`src/inc/smi_defines.svh`:
```
// Purpose: offsets, field positions and reset values of the smi aggregator
// Assumes: byte-wide registers, one per aligned apb word
// Notes:   offsets are register indexes; byte address is four times the index
// Operation
// - enable register a gates parallel port (1), uart b (2), uart a (3), floppy (4), watchdog (7); 0,5,6 reserved.
// - enable register b gates mouse (0), keyboard (1), infrared activity (2); bits 3 and 5 reserved.
// - enable b bit 4 routes the keyboard controller port line into the group path, 0 blocks it.
// - enable b bit 6 carries the group interrupt in the serial irq stream.
// - enable b bit 7 drives the group interrupt onto the shared pin when the group is selected; 0 then lets the pin float.
// - status register a mirrors sources a at enable-a positions and clears only at the source.
// - status b bits 0 and 1 mirror mouse and keyboard requests and clear at the source.
// - status b bit 2 sets on any edge of the selected infrared receive input, after the mux.
// - status b bit 2 clears on a read of status register b, unless an infrared edge arrives in the same cycle.
// - status b bit 4 mirrors the keyboard controller port line and clears at the source.
// - the shared pin select bit chooses between the irq10 interrupt and the group interrupt.
`ifndef SMI_DEFINES_SVH
`define SMI_DEFINES_SVH
`define SMI_IDX_ENABLE_A    8'hb4
`define SMI_IDX_ENABLE_B    8'hb5
`define SMI_IDX_STATUS_A    8'hb6
`define SMI_IDX_STATUS_B    8'hb7
`define SMI_IDX_RSVD        8'hb8
`define SMI_IDX_PIN_CTRL    8'hb9
`define SMI_IDX_IRQ_STATUS  8'hba
`define SMI_IDX_IRQ_MASK    8'hbb
`define SMI_MASK_A          8'h9e
`define SMI_MASK_B_EN       8'hd7
`define SMI_MASK_B_SRC      8'h17
`define SMI_BIT_KBC_LINE    4
`define SMI_BIT_IR          2
`define SMI_BIT_SERIRQ      6
`define SMI_BIT_PIN         7
`define SMI_BIT_PIN_SEL     7
`define SMI_BIT_IR_SEL      0
`define SMI_RESET_BYTE      8'h00
`define SMI_EVT_GROUP       0
`define SMI_EVT_IR          1
`define SMI_EVT_W           2
`endif

```
`src/inc/smi_pkg.sv`:
```
// Purpose: types shared by the smi aggregator modules
// Assumes: nothing
// Notes:   constants live in smi_defines.svh
package smi_pkg;
  typedef logic [7:0] byte_t;
  typedef enum logic [1:0] {
    APB_IDLE   = 2'b00,
    APB_ACCESS = 2'b01
  } apb_state_e;
endpackage

```
`src/inc/smi_src_if.sv`:
```
// Purpose: carries synchronised source levels between the sync stage and the top
// Assumes: single clock
// Notes:   none
interface smi_src_if;
  logic [7:0] src_a;
  logic [7:0] src_b;
  logic       ir_edge;
  modport producer (output src_a, output src_b, output ir_edge);
  modport consumer (input src_a, input src_b, input ir_edge);
endinterface

```
`src/verilog/smi_src_sync.sv`:
```
// Purpose: two-stage synchronisers for source levels and infrared edge detect
// Assumes: sources are asynchronous to CLK
// Notes:   first stage is read by the second stage only
`include "smi_defines.svh"
module smi_src_sync (
  input  wire logic       clk,
  input  wire logic       rst_b,
  input  wire logic [7:0] raw_a,
  input  wire logic [7:0] raw_b,
  input  wire logic       ir_raw,
  smi_src_if.producer     src
);
  logic [7:0] a_meta_reg;
  logic [7:0] a_sync_reg;
  logic [7:0] b_meta_reg;
  logic [7:0] b_sync_reg;
  logic [2:0] ir_reg;

  ////////////////////////////////////////////////////////////////////////
  // double flop of source levels
  always_ff @(posedge clk or negedge rst_b) begin
    if (!rst_b) begin
      a_meta_reg <= `SMI_RESET_BYTE;
      a_sync_reg <= `SMI_RESET_BYTE;
      b_meta_reg <= `SMI_RESET_BYTE;
      b_sync_reg <= `SMI_RESET_BYTE;
    end else begin
      a_meta_reg <= raw_a;
      a_sync_reg <= a_meta_reg;
      b_meta_reg <= raw_b;
      b_sync_reg <= b_meta_reg;
    end
  end

  // infrared line: two sync flops plus one history flop
  always_ff @(posedge clk or negedge rst_b) begin
    if (!rst_b) begin
      ir_reg <= 3'h0;
    end else begin
      ir_reg <= {ir_reg[1:0], ir_raw};
    end
  end

  assign src.src_a   = a_sync_reg;
  assign src.src_b   = b_sync_reg;
  assign src.ir_edge = ir_reg[2] ^ ir_reg[1];
endmodule

```
`src/verilog/smi_apb_slave.sv`:
```
// Purpose: apb slave phase tracking and address decode
// Assumes: 32-bit apb, word-aligned registers
// Notes:   answers in the first access cycle, pslverr on unmapped words
`include "smi_defines.svh"
module smi_apb_slave (
  input  wire logic        clk,
  input  wire logic        rst_b,
  input  wire logic        psel,
  input  wire logic        penable,
  input  wire logic        pwrite,
  input  wire logic [11:0] paddr,
  output logic             wr_stb,
  output logic             rd_stb,
  output logic [7:0]       idx,
  output logic             hit,
  output logic             in_access
);
  smi_pkg::apb_state_e state_reg;

  ////////////////////////////////////////////////////////////////////////
  // phase tracking, one access per setup
  always_ff @(posedge clk or negedge rst_b) begin
    if (!rst_b) begin
      state_reg <= smi_pkg::APB_IDLE;
    end else begin
      case (state_reg)
        smi_pkg::APB_IDLE:   state_reg <= (psel && !penable) ? smi_pkg::APB_ACCESS : smi_pkg::APB_IDLE;
        smi_pkg::APB_ACCESS: state_reg <= smi_pkg::APB_IDLE;
        default:             state_reg <= smi_pkg::APB_IDLE;
      endcase
    end
  end

  // decode
  assign in_access = (state_reg == smi_pkg::APB_ACCESS) && psel && penable;
  assign idx       = paddr[9:2];
  assign hit       = (paddr[11:10] == 2'b00) && (paddr[1:0] == 2'b00) &&
                     (idx >= `SMI_IDX_ENABLE_A) && (idx <= `SMI_IDX_IRQ_MASK);
  assign wr_stb    = in_access && pwrite && hit;
  assign rd_stb    = in_access && !pwrite && hit;
endmodule

```
`src/verilog/smi_aggregator.sv`:
```
// Purpose: gathers peripheral interrupt levels into the group system management interrupt
// Assumes: CLK 25 MHz, sources asynchronous, apb register access
// Notes:   group interrupt also raises a sticky event bit for the local interrupt output
//
// Chosen here: the APB interface to the registers.
`include "smi_defines.svh"
module smi_aggregator (
  input  logic        CLK,
  input  logic        RST_B,
  input  logic        PSEL,
  input  logic        PENABLE,
  input  logic        PWRITE,
  input  logic [11:0] PADDR,
  input  logic [31:0] PWDATA,
  output logic [31:0] PRDATA,
  output logic        PREADY,
  output logic        PSLVERR,
  input  logic [7:0]  SRC_A,
  input  logic        MOUSE_REQ,
  input  logic        KEYBOARD_REQ,
  input  logic        KBC_PORT_LINE,
  input  logic        UART_B_RECEIVE_INPUT,
  input  logic        INFRARED_RECEIVE_INPUT,
  input  logic        IRQ10_REQ,
  output logic        SYS_MGMT_IRQ_N_O,
  output logic        SYS_MGMT_IRQ_N_OE,
  output logic        SERIRQ_GROUP_REQ,
  output logic        IRQ_OUT
);
  smi_src_if src ();

  smi_pkg::byte_t enable_a_reg;
  smi_pkg::byte_t enable_b_reg;
  smi_pkg::byte_t status_b_ir_reg;
  smi_pkg::byte_t pin_ctrl_reg;
  smi_pkg::byte_t irq_status_reg;
  smi_pkg::byte_t irq_mask_reg;
  logic           wr_stb;
  logic           rd_stb;
  logic [7:0]     idx;
  logic           hit;
  logic           in_access;
  logic           ir_sel;
  logic           ir_muxed;
  logic [7:0]     raw_b;
  smi_pkg::byte_t status_a;
  smi_pkg::byte_t status_b;
  logic           group_next;
  logic           group_reg;
  logic           group_prev_reg;
  smi_pkg::byte_t rd_next;
  smi_pkg::byte_t irq_status_next;

  // masks a byte to its defined bits
  function automatic smi_pkg::byte_t keep(input smi_pkg::byte_t v, input smi_pkg::byte_t m);
    keep = v & m;
  endfunction

  ////////////////////////////////////////////////////////////////////////
  // infrared receive selection ahead of the synchroniser
  assign ir_sel   = pin_ctrl_reg[`SMI_BIT_IR_SEL];
  assign ir_muxed = ir_sel ? INFRARED_RECEIVE_INPUT : UART_B_RECEIVE_INPUT;
  assign raw_b    = {3'h0, KBC_PORT_LINE, 2'h0, KEYBOARD_REQ, MOUSE_REQ};

  smi_src_sync u_sync (
    .clk    (CLK),
    .rst_b  (RST_B),
    .raw_a  (SRC_A),
    .raw_b  (raw_b),
    .ir_raw (ir_muxed),
    .src    (src.producer)
  );

  smi_apb_slave u_apb (
    .clk       (CLK),
    .rst_b     (RST_B),
    .psel      (PSEL),
    .penable   (PENABLE),
    .pwrite    (PWRITE),
    .paddr     (PADDR),
    .wr_stb    (wr_stb),
    .rd_stb    (rd_stb),
    .idx       (idx),
    .hit       (hit),
    .in_access (in_access)
  );

  ////////////////////////////////////////////////////////////////////////
  // live status views, following their sources
  assign status_a = keep(src.src_a, `SMI_MASK_A);
  assign status_b = keep(src.src_b, `SMI_MASK_B_SRC) | status_b_ir_reg;

  // enable, pin control and interrupt mask registers
  always_ff @(posedge CLK or negedge RST_B) begin
    if (!RST_B) begin
      enable_a_reg <= `SMI_RESET_BYTE;
      enable_b_reg <= `SMI_RESET_BYTE;
      pin_ctrl_reg <= `SMI_RESET_BYTE;
      irq_mask_reg <= `SMI_RESET_BYTE;
    end else if (wr_stb) begin
      case (idx)
        `SMI_IDX_ENABLE_A:  enable_a_reg <= keep(PWDATA[7:0], `SMI_MASK_A);
        `SMI_IDX_ENABLE_B:  enable_b_reg <= keep(PWDATA[7:0], `SMI_MASK_B_EN);
        `SMI_IDX_PIN_CTRL:  pin_ctrl_reg <= keep(PWDATA[7:0], 8'h81);
        `SMI_IDX_IRQ_MASK:  irq_mask_reg <= keep(PWDATA[7:0], 8'h03);
        default:            enable_a_reg <= enable_a_reg;
      endcase
    end
  end

  // infrared activity: set on edge, cleared by reading status b, set wins
  always_ff @(posedge CLK or negedge RST_B) begin
    if (!RST_B) begin
      status_b_ir_reg <= `SMI_RESET_BYTE;
    end else if (src.ir_edge) begin
      status_b_ir_reg <= 8'h04;
    end else if (rd_stb && idx == `SMI_IDX_STATUS_B) begin
      status_b_ir_reg <= `SMI_RESET_BYTE;
    end
  end

  ////////////////////////////////////////////////////////////////////////
  // group combine: kbc line only when routed
  always_comb begin
    group_next = |(status_a & enable_a_reg);
    group_next = group_next | (|(status_b & enable_b_reg & 8'h07));
    group_next = group_next | (status_b[`SMI_BIT_KBC_LINE] & enable_b_reg[`SMI_BIT_KBC_LINE]);
  end

  always_ff @(posedge CLK or negedge RST_B) begin
    if (!RST_B) begin
      group_reg      <= 1'b0;
      group_prev_reg <= 1'b0;
    end else begin
      group_reg      <= group_next;
      group_prev_reg <= group_reg;
    end
  end

  // shared pin: select bit picks irq10 or group, route bit enables drive
  always_ff @(posedge CLK or negedge RST_B) begin
    if (!RST_B) begin
      SYS_MGMT_IRQ_N_O  <= 1'b1;
      SYS_MGMT_IRQ_N_OE <= 1'b0;
      SERIRQ_GROUP_REQ  <= 1'b0;
    end else begin
      if (pin_ctrl_reg[`SMI_BIT_PIN_SEL]) begin
        SYS_MGMT_IRQ_N_O  <= ~group_next;
        SYS_MGMT_IRQ_N_OE <= enable_b_reg[`SMI_BIT_PIN];
      end else begin
        SYS_MGMT_IRQ_N_O  <= IRQ10_REQ;
        SYS_MGMT_IRQ_N_OE <= 1'b1;
      end
      SERIRQ_GROUP_REQ <= group_next & enable_b_reg[`SMI_BIT_SERIRQ];
    end
  end

  ////////////////////////////////////////////////////////////////////////
  // local sticky events: group rise and infrared edge, write one to clear
  always_comb begin
    irq_status_next = irq_status_reg;
    if (wr_stb && idx == `SMI_IDX_IRQ_STATUS) begin
      irq_status_next = irq_status_reg & ~PWDATA[7:0];
    end
    if (group_reg && !group_prev_reg) begin
      irq_status_next[`SMI_EVT_GROUP] = 1'b1;
    end
    if (src.ir_edge) begin
      irq_status_next[`SMI_EVT_IR] = 1'b1;
    end
  end

  always_ff @(posedge CLK or negedge RST_B) begin
    if (!RST_B) begin
      irq_status_reg <= `SMI_RESET_BYTE;
      IRQ_OUT        <= 1'b0;
    end else begin
      irq_status_reg <= irq_status_next;
      IRQ_OUT        <= |(irq_status_next & ~irq_mask_reg); // a set mask bit holds its event back
    end
  end

  ////////////////////////////////////////////////////////////////////////
  // read mux
  always_comb begin
    case (idx)
      `SMI_IDX_ENABLE_A:   rd_next = enable_a_reg;
      `SMI_IDX_ENABLE_B:   rd_next = enable_b_reg;
      `SMI_IDX_STATUS_A:   rd_next = status_a;
      `SMI_IDX_STATUS_B:   rd_next = status_b;
      `SMI_IDX_RSVD:       rd_next = `SMI_RESET_BYTE;
      `SMI_IDX_PIN_CTRL:   rd_next = pin_ctrl_reg;
      `SMI_IDX_IRQ_STATUS: rd_next = irq_status_reg;
      `SMI_IDX_IRQ_MASK:   rd_next = irq_mask_reg;
      default:             rd_next = `SMI_RESET_BYTE;
    endcase
  end

  // registered apb answer, one cycle after setup
  always_ff @(posedge CLK or negedge RST_B) begin
    if (!RST_B) begin
      PRDATA  <= 32'h0000_0000;
      PREADY  <= 1'b0;
      PSLVERR <= 1'b0;
    end else begin
      PREADY  <= PSEL && !PENABLE;
      PSLVERR <= PSEL && !PENABLE && !hit;
      PRDATA  <= {24'h00_0000, (PSEL && !PENABLE && !PWRITE && hit) ? rd_next : `SMI_RESET_BYTE};
    end
  end
endmodule

```
`config.mk`:
```
export PLATFORM = sky130hd
export DESIGN_NAME = smi_aggregator
export DESIGN_NICKNAME = d
export VERILOG_FILES = /design/src/inc/smi_pkg.sv /design/src/inc/smi_src_if.sv /design/src/verilog/smi_src_sync.sv /design/src/verilog/smi_apb_slave.sv /design/src/verilog/smi_aggregator.sv
export VERILOG_INCLUDE_DIRS = /design/src /design/src/inc
export SDC_FILE = /design/constraint.sdc
export NUM_CORES = 1
export LEC_CHECK = 0
export BUFFER_PORTS_ARGS = -buffer_cell sky130_fd_sc_hd__buf_2
export CORE_UTILIZATION = 40
export CTS_BUF_LIST = sky130_fd_sc_hd__clkbuf_16
export CTS_CLUSTER_SIZE = 30
export DETAILED_ROUTE_END_ITERATION = 16
export PLACE_DENSITY = 0.75
export SLEW_MARGIN = 40
export SYNTH_ARGS = -nofsm -noshare
export SYNTH_HDL_FRONTEND = slang
export SYNTH_SLANG_ARGS = --single-unit
```
`constraint.sdc`:
```
create_clock -name CLK -period 2.25 [get_ports CLK]
set_input_delay 0.1125 -clock CLK [delete_from_list [all_inputs] [get_ports CLK]]
set_output_delay 0.1125 -clock CLK [all_outputs]
set_load 0.02 [all_outputs]
```
==> flow_summary.ini <==
[status]
status = complete, no violations

[finish]
final_util = 0.513
fin_area_um2 = 3270
area_delta_synth_final_pct = 23.1
final_common_cell = dfrtp_1
antennaDiodeCount = 0
fin_nets = 342
most-common-layout-cells = dfrtp_1 (59), buf_2 (49), conb_1 (24), mux2_2 (17), nor2_1 (14)
drive_above_1_share = 0.350

[global_route]
grt_pass1_wl_mm = 8.63
overflow = 0
antenna_found_initial = 0
grt_usage = 0.163
grt_max_degree = 35
grt_pass1_vias = 1816

[clock_network]
post_cts_resized = 0
numCtsBuffers = 9
clock_path_buffers = 2
cts.clk_slew.worst_paths_ns = 0.05
cts_tree = done
clk_latency_ns = 0.32
cts_hold_buf = 10
h-tree-depth = 3
postCtsSetupBuffers = 0
clock-sinks = 60
cts_root_buf = clkbuf_16

[timing]
setup-tns-final_ns = 0
worst_pin_slew_ns = 0.613
whs_ns = 0.0165
hold_violations = 0
finalWorstSetupSlack_ns = 0.480
max_freq_mhz = 565
max_slew_margin = 0.592
slew_violations = 0
fin_skew_ns = 0.00518
finalCriticalPeriod_ns = 1.77
setup_viol = 0
min_period_over_period = 0.787
rsz0062_at_grt = no

[route]
avgViaCountPerCell = 4.93
ant_nets = 0
detail_route.first_pass.iterations = 4
dr.first_iter.drc_count = 156
drc = 0
wl_per_cell_um = 14.3
via_count = 1775
routed_wl_mm = 5.14

[placed_design]
port_buffers = 49
dpl_cell_area_um2 = 2900
place.gp.congestion = 0.837
dpl.hpwl_mm = 3.79
dp_slack_ns = 0.351

[hold_path]
hold_class = in2reg

[power]
p_int_uw = 1880
power_leakage_uw = 0.00163
switching_share = 0.224
switchingPower_uw = 545
power_frac_seq = 0.458
p_comb_frac = 0.071
power.density_nw_per_um2 = 741
p_clk_frac = 0.471
irDropWorstVdd_v = 0.000522

[die]
die_y_um = 83.5
die_area_um2 = 6980
num_rows = 29
pin_count = 101
start_util = 0.416
dieWidth_um = 83.5
core_area_um2 = 6390

[critical_path]
critPathBufInv = 0
required_ns = 2.43
end_kind = flip-flop
slowest_delay_ns = 0.39
crit_type = reg2reg
cp_max_fo = 6
path_cells = and3_2, nand4b_4, or3_1, a2111oi_2, nand4bb_1
critical_path.slowest_cell = or3_1
cp_top_family = simple AND/OR/NAND/NOR gates
critPathLaunchType = flip-flop
crit_arrival_ns = 1.95

[yosys]
synth_seq_cells = 60
syn_inst = 211
yosysWarnings = 0
synth_ff_type = dfrtp_1
synth_edf_count = 0
syn_area_um2 = 2660
synth.yosys.seq_area_share = 0.565
async_flop_share = 1.00
synthDistinctLibCells = 55
synth.avg_cell_area_um2 = 12.6

[job]
maxCapViolCount = 0
-- worst paths after layout --
check / from / to / slack (ns) / cells after the start
max: u_apb.state_reg[0] / IRQ_OUT / 0.48 / 5
min: PWDATA[6] / irq_status_reg[6] / 0.02 / 2
max reg2reg: u_apb.state_reg[0] / IRQ_OUT / 0.48 / 5
min reg2reg: u_sync.a_meta_reg[4] / u_sync.src.src_a[4] / 0.34 / 0
max in group asynchronous: RST_B / enable_a_reg[4] / 1.38 / 4
min in group asynchronous: RST_B / pin_ctrl_reg[0] / 0.22 / 2
-- power by group through the flow --
stage | Sequential [uW] | Clock [uW] | Combinational (uW)
3_5_place_dp | 1130 | 0 | 154
4_1_cts | 1110 | 1160 | 167
3_3_place_gp | 1130 | 0 | 151
5_1_grt | 1110 | 1210 | 188
6_report | 1110 | 1140 | 172
2_1_floorplan | 1130 | 0 | 110
-- cell type report --
class | instances | area, um2
Tap cell | 77 | 96.3
Multi-Input combinational cell | 137 | 998
Clock inverter | 6 | 25.0
Clock buffer | 9 | 225
Inverter | 8 | 30.0
Fill cell | 603 | 3110
Timing Repair Buffer | 63 | 395
Sequential cell | 60 | 1500
-- per-stage QoR --
step           power (uW)  cells
2_1_floorplan        1240    234
4_1_cts              2440    359
3_5_place_dp         1280    334
3_3_place_gp         1280    334
6_report             2430    360
5_1_grt              2510    360
-- cell usage after synthesis, drive strengths merged (3+ instances only) --
cell,instances,area [um2]
nand3,6,35.0
a21oi,4,20.0
nand2,10,37.5
nor2b,4,25.0
a22oi,5,37.5
o21ai,4,20.0
mux2i,3,30.0
inv,8,30.0
mux2,17,191
clkbuf,4,28.8
nor2,14,52.6
nor3,3,20.0
dfrtp,59,1480
mux4,3,67.6
o31a,3,30.0
buf,25,185
and3,4,26.3
-- worst register-to-register path: stages, from the launching register on --
cell and delay [ns]:
dfrtp_1 0.33, and3_2 0.23, nand4b_4 0.15, or3_1 0.39, a2111oi_2 0.38, nand4bb_1 0.15
-- cell families after synthesis --
| kind of cell | synth area share |
|---|---|
| xor gates and xnor gates | 0.00659 |
| other | 0.00141 |
| and+or+nand+nor | 0.134 |
| DFF | 0.565 |
| buffers and inverters | 0.0918 |
| AOI/OAI and AO/OA | 0.0927 |
| muxes | 0.109 |
-- layer usage --
| metal | vias up | GRT usage | share of wire |
|---|---|---|---|
| met5 | - | 0 | 0 |
| met3 | 11 | 0.0495 | 0.064 |
| met2 | 69 | 0.273 | 0.52 |
| li1 | 833 | - | - |
| met1 | 862 | 0.191 | 0.40 |
| met4 | 0 | 0.0817 | 0.023 |
Note: power is estimated with default switching activity, not from simulation.
